[src/design/spi_rate_consts.svh]
// Purpose: offsets, field positions, reset values and counts for the serial rate/status/data block
// Assumes: wishbone byte addresses, one aligned 32-bit word per register
// Notes:   definitions only
`ifndef SPI_RATE_CONSTS_SVH
`define SPI_RATE_CONSTS_SVH

`define OFS_BIT_RATE_CONFIG  4'h0
`define OFS_SERIAL_STATUS    4'h4
`define OFS_SERIAL_DATA      4'h8
`define OFS_CONTROL          4'hc

`define RATE_PRESCALE_LSB    4
`define RATE_DIVISOR_LSB     0
`define RATE_WRITE_MASK      8'h77

`define STATUS_RX_FULL_BIT   7
`define STATUS_TX_EMPTY_BIT  5
`define STATUS_FAULT_BIT     4

`define CTRL_ENABLE_BIT      0
`define CTRL_MASTER_BIT      1
`define CTRL_FAULT_EN_BIT    2
`define CTRL_SEL_OUT_BIT     3
`define CTRL_TX_IRQ_BIT      4
`define CTRL_WRITE_MASK      8'h1f

`define BIT_RATE_RESET       8'h00
`define CONTROL_RESET        8'h00
`define DATA_RESET           8'h00

`define BITS_PER_FRAME       4'h8

`endif

[src/design/spi_rate_pkg.sv]
// Purpose: types for the serial rate/status/data block
// Assumes: constants live in spi_rate_consts.svh
// Notes:   one packed struct carries all state of the block
package spi_rate_pkg;

    typedef enum logic [2:0] {
        ST_IDLE  = 3'b001,
        ST_SHIFT = 3'b010,
        ST_DONE  = 3'b100
    } shift_state_t;

    typedef struct packed {
        logic [7:0]   rate_cfg;
        logic [7:0]   ctrl;
        logic [7:0]   rx_buf;
        logic [7:0]   tx_buf;
        logic         tx_buf_full;
        logic [7:0]   shifter;
        logic [3:0]   bit_cnt;
        shift_state_t state;
        logic         rx_full;
        logic         fault;
        logic         rx_armed;
        logic         tx_armed;
        logic         fault_armed;
        logic [2:0]   pre_cnt;
        logic [7:0]   div_cnt;
        logic         sck;
        logic         ack;
        logic [7:0]   rdata;
        logic         sel_s1;
        logic         sel_s2;
        logic         miso_s1;
        logic         miso_s2;
        logic         done_pulse;
        logic         load_pulse;
    } state_t;

endpackage : spi_rate_pkg

[src/design/spi_rate_status_data.sv]
// Purpose: bit-rate generator, status flags and double-buffered data of a serial port
// Assumes: classic wishbone slave, 10 MHz clk_i, synchronous active-high reset
// Notes:   the shifter runs mode 0, msb first, master only; slave side is not built
// Register map, byte offsets on the bus
//   0x0 bit_rate_config, read and write
//   0x4 serial_status, read only
//   0x8 serial_data, read and write
//   0xc first_control_register, read and write
//   other offsets read zero and take no write
//   every access is acknowledged once
//   only byte lane 0 carries register data
//   upper read data bits are always zero
//
// bit_rate_config fields
//   6:4 prescale_select, divide by code plus one
//   2:0 rate_divisor_select, divide by 2 up to 256
//   bits 7 and 3 are masked off on write
//   a change in mid frame may stretch one half
//   period of that frame; later frames are exact
//   reset value is all zeros: fastest rate
//   fastest rate toggles sck on every clock
//
// serial_status fields
//   7 rx_full_flag, a byte waits in the receive buffer
//   5 tx_empty_flag, the transmit buffer has room
//   4 mode_fault_flag, another master was seen
//   6 and 3:0 read zero, writes are ignored
//   tx_empty_flag is the inverse of the
//   buffer-full bit; the write path also
//   needs module_enable and an armed status read
//
// first_control_register fields
//   0 module_enable
//   1 master_select
//   2 fault_detect_enable
//   3 select_output_enable
//   4 tx_empty_irq_enable
//   7:5 read zero and ignore writes
//   any write clears an armed mode fault
//
// Clear sequences
//   a status read arms one clear per flag,
//   and only for a flag seen set in that read
//   rx_full_flag clears on the next data read
//   tx_empty_flag clears on the next data write
//   mode_fault_flag clears on a control write
//   a data write with no armed status read is
//   dropped, so stale software cannot overrun
//   the transmit buffer
//   a fresh status read re-evaluates each arm
//
// Bit-rate generator
//   the prescale counter runs only while shifting
//   the divider counts prescaled ticks to 2^sel-1
//   each sck half period is (pre+1)*2^sel clocks
//   so a full sck period is twice that
//   counters restart at zero for each frame,
//   which keeps the first half period exact
//   the slowest setting gives 2048 clocks per period
//
// Shift engine, mode 0, msb first
//   sck idles low between frames
//   a load presents bit 7 on mosi at once
//   the rising sck edge counts the bit
//   the falling edge shifts in the input and
//   presents the next output bit, so mosi is
//   steady for the whole high phase
//   the input is taken two clocks late through
//   its synchroniser; at the falling edge this
//   still holds the bit of the high phase,
//   but not at the fastest rate, where it is one bit stale
//   eight falling edges end the frame
//   done lasts one clock, then a queued byte
//   loads at once or the engine goes idle
//   slave operation is not built; a cleared
//   master_select only keeps an idle engine from loading
//
// Transmit path
//   a write lands in the transmit buffer
//   an idle engine loads it on the next clock,
//   so tx_empty_flag is back within two cycles
//   a second byte may then wait in the buffer
//   a byte waiting at frame end loads at once
//   with nothing waiting the flag stays set
//
// Receive path
//   a finished frame fills the receive buffer
//   if the buffer is still full the new byte
//   is dropped and rx_overrun_o pulses once
//   the overrun pulse has no status bit;
//   software must read in time
//
// Mode fault
//   the select input is synchronised first
//   low select sets the flag only as master,
//   with fault detect on and select output off
//   the set wins over a clear in the same cycle
//   the flag does not stop the engine; software
//   decides what to do about the other master
//
// Interrupt
//   irq_o is tx_empty_flag and its enable,
//   gated by module_enable as well
//   with the enable clear software polls
//   irq_o is a level, not a pulse
//
// Disable
//   clearing module_enable stops a frame,
//   empties both buffers and the shifter,
//   clears rx_full_flag and leaves the
//   transmit buffer empty, so the flag reads 1
//   rates and control bits are kept
//
// Bus timing
//   a request is taken on the edge where it
//   is seen with ack_o low
//   ack_o and read data follow one clock later
//   ack_o lasts one clock; the master must drop
//   its strobe before a new request is taken
//   reset is synchronous; all state clears
//   and the select synchroniser starts high
`timescale 1ns/1ns
`include "spi_rate_consts.svh"

module spi_rate_status_data #(
    parameter int ADDR_W = 4
) (
    input  wire logic              clk_i,
    input  wire logic              rst_i,
    input  wire logic              cyc_i,
    input  wire logic              stb_i,
    input  wire logic              we_i,
    input  wire logic [ADDR_W-1:0] adr_i,
    input  wire logic [3:0]        sel_i,
    input  wire logic [31:0]       dat_i,
    output logic      [31:0]       dat_o,
    output logic                   ack_o,
    output logic                   irq_o,
    output logic                   sck_o,
    output logic                   mosi_o,
    input  wire logic              miso_i,
    input  wire logic              slave_sel_n_i,
    output logic                   rx_overrun_o
);

    // refuse an address too narrow for the four register offsets
    if (ADDR_W < 4) begin : g_addr_check
        $error("ADDR_W must be at least 4");
    end

    spi_rate_pkg::state_t cur_ff;
    spi_rate_pkg::state_t nxt_ff;

    logic       req;
    logic [3:0] ofs;
    logic       wr_lane0;
    logic       enabled;
    logic       is_master;
    logic [2:0] pre_sel;
    logic [2:0] div_sel;
    logic [7:0] div_top;
    logic       pre_tick;
    logic       half_tick;
    logic [7:0] status_val;

    // new request only when not already acked, so each access acts once
    assign req       = cyc_i && stb_i && !cur_ff.ack;
    assign ofs       = adr_i[3:0];
    assign wr_lane0  = we_i && sel_i[0];
    assign enabled   = cur_ff.ctrl[`CTRL_ENABLE_BIT];
    assign is_master = cur_ff.ctrl[`CTRL_MASTER_BIT];
    assign pre_sel   = cur_ff.rate_cfg[`RATE_PRESCALE_LSB +: 3];
    assign div_sel   = cur_ff.rate_cfg[`RATE_DIVISOR_LSB +: 3];
    // each sck half period spans 2^sel prescaled ticks, giving 2^(sel+1) in all
    assign div_top   = 8'((9'h001 << div_sel) - 9'h001);
    assign pre_tick  = (cur_ff.pre_cnt == pre_sel);
    assign half_tick = pre_tick && (cur_ff.div_cnt == div_top);

    // unimplemented status bits are tied low
    always_comb begin
        status_val = 8'h00;
        status_val[`STATUS_RX_FULL_BIT]  = cur_ff.rx_full;
        status_val[`STATUS_TX_EMPTY_BIT] = !cur_ff.tx_buf_full;
        status_val[`STATUS_FAULT_BIT]    = cur_ff.fault;
    end

    // interrupt is gated by the enable, so polling works with it clear
    assign irq_o  = enabled && !cur_ff.tx_buf_full && cur_ff.ctrl[`CTRL_TX_IRQ_BIT];
    assign ack_o  = cur_ff.ack;
    assign dat_o  = {24'h000000, cur_ff.rdata};
    assign sck_o  = cur_ff.sck;
    assign mosi_o = cur_ff.shifter[7];

    // all next-state logic of the block
    always_comb begin
        nxt_ff            = cur_ff;
        nxt_ff.ack        = req;
        nxt_ff.done_pulse = 1'b0;
        nxt_ff.load_pulse = 1'b0;
        rx_overrun_o      = 1'b0;
        // pin inputs pass two flops before any use
        nxt_ff.sel_s1  = slave_sel_n_i;
        nxt_ff.sel_s2  = cur_ff.sel_s1;
        nxt_ff.miso_s1 = miso_i;
        nxt_ff.miso_s2 = cur_ff.miso_s1;

        // register reads
        if (req && !we_i) begin
            case (ofs)
                `OFS_BIT_RATE_CONFIG: nxt_ff.rdata = cur_ff.rate_cfg;
                `OFS_SERIAL_STATUS: begin
                    nxt_ff.rdata = status_val;
                    // arm each clear sequence only for a flag seen set
                    nxt_ff.rx_armed    = cur_ff.rx_full;
                    nxt_ff.tx_armed    = !cur_ff.tx_buf_full;
                    nxt_ff.fault_armed = cur_ff.fault;
                end
                `OFS_SERIAL_DATA: begin
                    nxt_ff.rdata = cur_ff.rx_buf;
                    if (cur_ff.rx_armed) begin
                        nxt_ff.rx_full  = 1'b0;
                        nxt_ff.rx_armed = 1'b0;
                    end
                end
                `OFS_CONTROL: nxt_ff.rdata = cur_ff.ctrl;
                default: nxt_ff.rdata = 8'h00;
            endcase
        end

        // register writes; status offset takes none
        if (req && wr_lane0) begin
            case (ofs)
                `OFS_BIT_RATE_CONFIG: begin
                    nxt_ff.rate_cfg = dat_i[7:0] & `RATE_WRITE_MASK;
                end
                `OFS_SERIAL_DATA: begin
                    // a write not preceded by the status read is dropped
                    if (cur_ff.tx_armed && !cur_ff.tx_buf_full && enabled) begin
                        nxt_ff.tx_buf      = dat_i[7:0];
                        nxt_ff.tx_buf_full = 1'b1;
                        nxt_ff.tx_armed    = 1'b0;
                    end
                end
                `OFS_CONTROL: begin
                    nxt_ff.ctrl = dat_i[7:0] & `CTRL_WRITE_MASK;
                    if (cur_ff.fault_armed) begin
                        nxt_ff.fault       = 1'b0;
                        nxt_ff.fault_armed = 1'b0;
                    end
                end
                default: ;
            endcase
        end

        // mode fault sampling, set wins over the clear above
        if (enabled && is_master && cur_ff.ctrl[`CTRL_FAULT_EN_BIT]
            && !cur_ff.ctrl[`CTRL_SEL_OUT_BIT] && !cur_ff.sel_s2) begin
            nxt_ff.fault = 1'b1;
        end

        // rate generator free runs only while a frame is shifting
        if (cur_ff.state == spi_rate_pkg::ST_SHIFT) begin
            nxt_ff.pre_cnt = pre_tick ? 3'h0 : cur_ff.pre_cnt + 3'h1;
            if (pre_tick) begin
                nxt_ff.div_cnt = (cur_ff.div_cnt == div_top) ? 8'h00
                                                              : cur_ff.div_cnt + 8'h01;
            end
        end else begin
            nxt_ff.pre_cnt = 3'h0;
            nxt_ff.div_cnt = 8'h00;
        end

        // shift engine
        case (cur_ff.state)
            spi_rate_pkg::ST_IDLE: begin
                nxt_ff.sck = 1'b0;
                // idle load happens one cycle after the write lands
                if (enabled && is_master && cur_ff.tx_buf_full) begin
                    nxt_ff.shifter     = cur_ff.tx_buf;
                    nxt_ff.tx_buf_full = 1'b0;
                    nxt_ff.load_pulse  = 1'b1;
                    nxt_ff.bit_cnt     = 4'h0;
                    nxt_ff.state       = spi_rate_pkg::ST_SHIFT;
                end
            end
            spi_rate_pkg::ST_SHIFT: begin
                if (half_tick) begin
                    nxt_ff.sck = !cur_ff.sck;
                    if (!cur_ff.sck) begin
                        // rising edge: count the bit; mosi must stay put here
                        nxt_ff.bit_cnt = cur_ff.bit_cnt + 4'h1;
                    end else begin
                        // falling edge: take the input and present the next bit
                        nxt_ff.shifter = {cur_ff.shifter[6:0], cur_ff.miso_s2};
                        if (cur_ff.bit_cnt == `BITS_PER_FRAME) begin
                            nxt_ff.state = spi_rate_pkg::ST_DONE;
                        end
                    end
                end
            end
            spi_rate_pkg::ST_DONE: begin
                nxt_ff.done_pulse = 1'b1;
                if (cur_ff.rx_full) begin
                    rx_overrun_o = 1'b1;
                end else begin
                    nxt_ff.rx_buf  = cur_ff.shifter;
                    nxt_ff.rx_full = 1'b1;
                end
                if (cur_ff.tx_buf_full) begin
                    nxt_ff.shifter     = cur_ff.tx_buf;
                    nxt_ff.tx_buf_full = 1'b0;
                    nxt_ff.load_pulse  = 1'b1;
                    nxt_ff.bit_cnt     = 4'h0;
                    nxt_ff.state       = spi_rate_pkg::ST_SHIFT;
                end else begin
                    nxt_ff.state = spi_rate_pkg::ST_IDLE;
                end
            end
            default: nxt_ff.state = spi_rate_pkg::ST_IDLE;
        endcase

        // disable clears the frame, both buffers and rx flag; registers and the fault flag persist
        if (!enabled) begin
            nxt_ff.state       = spi_rate_pkg::ST_IDLE;
            nxt_ff.tx_buf_full = 1'b0;
            nxt_ff.rx_full     = 1'b0;
            nxt_ff.rx_armed    = 1'b0;
            nxt_ff.tx_buf      = 8'h00;
            nxt_ff.rx_buf      = 8'h00;
            nxt_ff.shifter     = 8'h00;
            nxt_ff.bit_cnt     = 4'h0;
            nxt_ff.sck         = 1'b0;
        end
    end

    // single state register; reset returns every field to a constant
    always_ff @(posedge clk_i) begin
        if (rst_i) begin
            cur_ff          <= '0;
            cur_ff.rate_cfg <= `BIT_RATE_RESET;
            cur_ff.ctrl     <= `CONTROL_RESET;
            cur_ff.rx_buf   <= `DATA_RESET;
            cur_ff.state    <= spi_rate_pkg::ST_IDLE;
            cur_ff.sel_s1   <= 1'b1;
            cur_ff.sel_s2   <= 1'b1;
        end else begin
            cur_ff <= nxt_ff;
        end
    end

endmodule : spi_rate_status_data

[config.mk]
export PLATFORM = sky130hd
export DESIGN_NAME = spi_rate_status_data
export DESIGN_NICKNAME = d
export VERILOG_FILES = /design/src/design/spi_rate_pkg.sv /design/src/design/spi_rate_status_data.sv
export VERILOG_INCLUDE_DIRS = /design/src /design/src/design
export SDC_FILE = /design/constraint.sdc
export NUM_CORES = 1
export LEC_CHECK = 0
export ABC_AREA = 1
export BUFFER_PORTS_ARGS = -buffer_cell sky130_fd_sc_hd__clkbuf_2
export CORE_AREA = 2 2 105 107
export DETAILED_ROUTE_END_ITERATION = 8
export DIE_AREA = 0 0 107 109
export PLACE_DENSITY = 0.57
export SYNTH_ARGS = -nofsm -noshare
export SYNTH_HDL_FRONTEND = slang
export SYNTH_SLANG_ARGS = --single-unit
[constraint.sdc]
create_clock -name clk_i -period 1.9 [get_ports clk_i]
set_input_delay 0.285 -clock clk_i [delete_from_list [all_inputs] [get_ports clk_i]]
set_output_delay 0.285 -clock clk_i [all_outputs]
set_load 0.005 [all_outputs]
==> results.cfg <==
[logic_synthesis]
post_synth.cell_area_avg_um2 = 7.174
synth_sequential_area_ratio = 0.4018
synthCells = 507
ys_warn_count = 0
yosysUniqueCellTypes = 39
netlist_area_um2 = 3637
ys_ff_latch = 73

[placement]
io_buffers = 32
dp_hpwl_um = 6307
place_congestion = 0.8016
place_area_um2 = 3877
place_ws_ps = 72.68

[finish]
final_cell_area_um2 = 4085
nNetsFinal = 595
fillCellCount = 1147
layout-drive-gt1-share = 0.1658
areaGrowthSynthToFinish_pct = 12.32
insertedDiodeCount = 0

[drt]
routed_wl_um = 8337
wl_per_cell_um = 12.10
viasPerCell = 4.550
num_vias = 3135
drc_errors = 0
dr.pass1.iters = 5
drtIter0Drc = 158
ant_nets = 0

[power_and_ir_drop]
powerDensity_nw_per_um2 = 711.8
power.leakage_uw = 0.001650
power.total_uw = 2908
irDropWorstVdd_uv = 324.2

[worst_setup_path]
cp_top_family = simple AND/OR/NAND/NOR gates
reg2reg_slack_ps = 210
cp_max_fo = 11
arrival_ps = 1940
critical_path_class = flop to flop
path_buf_inv = 1
crit_required_ps = 2140
worst_path_most_repeated_cell = nor2_1
cpMaxStageDelayCell = dfxtp_2
crit_chain = inv_2 > nand2_1 > nor2_1 > nor2_1 > nand2_1 > nor2_2 > nand3_4 > nand2_8 > nand3_4 > nor2_1 > nor2_1
endpoint_kind = flop
start_kind = flop
critPathMaxStageDelay_ps = 430

[global_route]
grt_usage = 0.1547
first_global_vias = 2943
grt_pass1_wl_um = 14110
groute.layer.met3.usage = 0.04363
grt.overflow.total = 0
grt_max_degree = 30
antenna_found_initial = 0
gr-max-usage-layer = met2
grtUsageMet1 = 0.2032
grtUsageMet2 = 0.2461

[cts]
htree_levels = 3
clk_path_buf_depth = 2
clk_pin_slew_ps = 80
clkLatencyLatePin_ps = 350
cts_hold_buf = 0
clkSinkCount = 73
clockRootBuffer = clkbuf_8
numCtsBuffers = 9
cts_tree = built

[sta]
period_needed_ps = 1691
finalCritPeriodShare = 0.8899
hold_slack_ps = 111.9
hold_viol = 0
rsz0062_at_grt = false
fmax_ghz = 0.5915
final-setup-viol-count = 0
slew_viol_final = 0
skew_ps = 9.487
finalSetupTns_ps = 0
setup_slack_ps = 209.3

[worst_hold_path]
min_path_type = input pin to flop

[floorplanning]
die_area_um2 = 11660
ios = 84
fp-row-count = 38
core_um2 = 10600
die_w_um = 107
die_y_um = 109
initial_core_util = 0.3430

[outcome]
status = finished, final reports clean

[flow_run]
max_cap_viol_count = 0
## power breakdown
| group | internal (uW) | leakage, uW | switching (uW) |
|---|---|---|---|
| Combinational | 34.2 | 0.000951 | 63.4 |
| Sequential | 1530 | 0.000590 | 2.71 |
| Clock | 674 | 0.000109 | 599 |
## what timing repair did
action | 4_1_cts | 5_1_grt
resized for setup | 0 | 2
setup buffers | 0 | 0
setup endpoints to repair | 0 | 11
## metal layers
metal | vias up | wire [um] | part of all wire
li1 | 1646 | - | -
met5 | - | 0 | 0
met4 | 0 | 124 | 0.015
met2 | 72 | 3811 | 0.46
met3 | 8 | 339 | 0.041
met1 | 1409 | 4061 | 0.49
## through the flow
stage,util,cells
after CTS,0.3851,689
after detailed placement,0.3657,673
after global routing,0.3853,689
final,0.3853,689
after global placement,0.3657,673
after floorplan,-,530
## synth_stat cells, drive strengths merged
master,n,area share
a21oi,39,0.054
xor2,1,0.0024
o21a,1,0.0021
dfxtp,73,0.40
nor3b,2,0.0041
mux2i,1,0.0028
or2,2,0.0034
a22oi,5,0.010
nor2,65,0.071
conb,1,0.0010
o21ai,38,0.052
a31oi,1,0.0017
ha,4,0.014
o31ai,1,0.0021
nor3,7,0.011
nand4,13,0.022
clkbuf,7,0.0083
nand2,88,0.10
buf,39,0.077
inv,76,0.078
clkinv,1,0.0010
xnor2,7,0.017
a211oi,1,0.0021
o221ai,1,0.0024
nand3,22,0.039
o32ai,1,0.0024
o22ai,10,0.017
## layout by cell type, fill, tap and decap left out, types with 3 or more instances in the layout
cell       n
nor3_1     6
nand4_1   13
inv_2      4
buf_4     17
dfxtp_1   71
inv_1     72
o21ai_0   36
nand3_1   19
ha_1       4
o22ai_1   10
nor2_2     5
clkbuf_2  32
nor2_1    60
nand2_1   79
nand2_2    8
clkinv_2   3
clkbuf_8  11
a21oi_1   39
a22oi_1    5
conb_1    24
xnor2_1    7
## logic make-up (layout without fill, tap and decap cells)
kind of cell / after synthesis / after routing / synth area share
AOI/OAI and AO/OA: 98 / 98 / 0.1462
xor gates and xnor gates: 8 / 8 / 0.01926
adders and majority gates: 4 / 4 / 0.01376
buffers and inverters: 123 / 142 / 0.1644
DFF: 73 / 73 / 0.4018
muxes: 1 / 1 / 0.002752
other: 1 / 24 / 0.001031
and+or+nand+nor: 199 / 199 / 0.2508
## flip-flops by register name, summed over array words and instances, names as in the netlist
signal  count
dat_o       8
ack_o       1
mosi_o      1
sck_o       1
cur_ff     62
## cell type report
type	count	area, um2	share of cell area
Timing Repair Buffer	49	287.8	0.07044
Multi-Input combinational cell	334	1664	0.4074
Sequential cell	73	1464	0.3583
Inverter	77	289.0	0.07075
Tap cell	140	175.2	0.04288
Clock buffer	11	151.4	0.03706
Clock inverter	5	53.80	0.01317
## worst paths after layout
path | from | end | depth (start not counted)
max | cur_ff[74] | cur_ff[44] | 11
min | slave_sel_n_i | cur_ff[5] | 2
max reg2reg | cur_ff[74] | cur_ff[44] | 11
min reg2reg | cur_ff[5] | cur_ff[4] | 1
No activity file was read; power rests on OpenSTA's default activity.
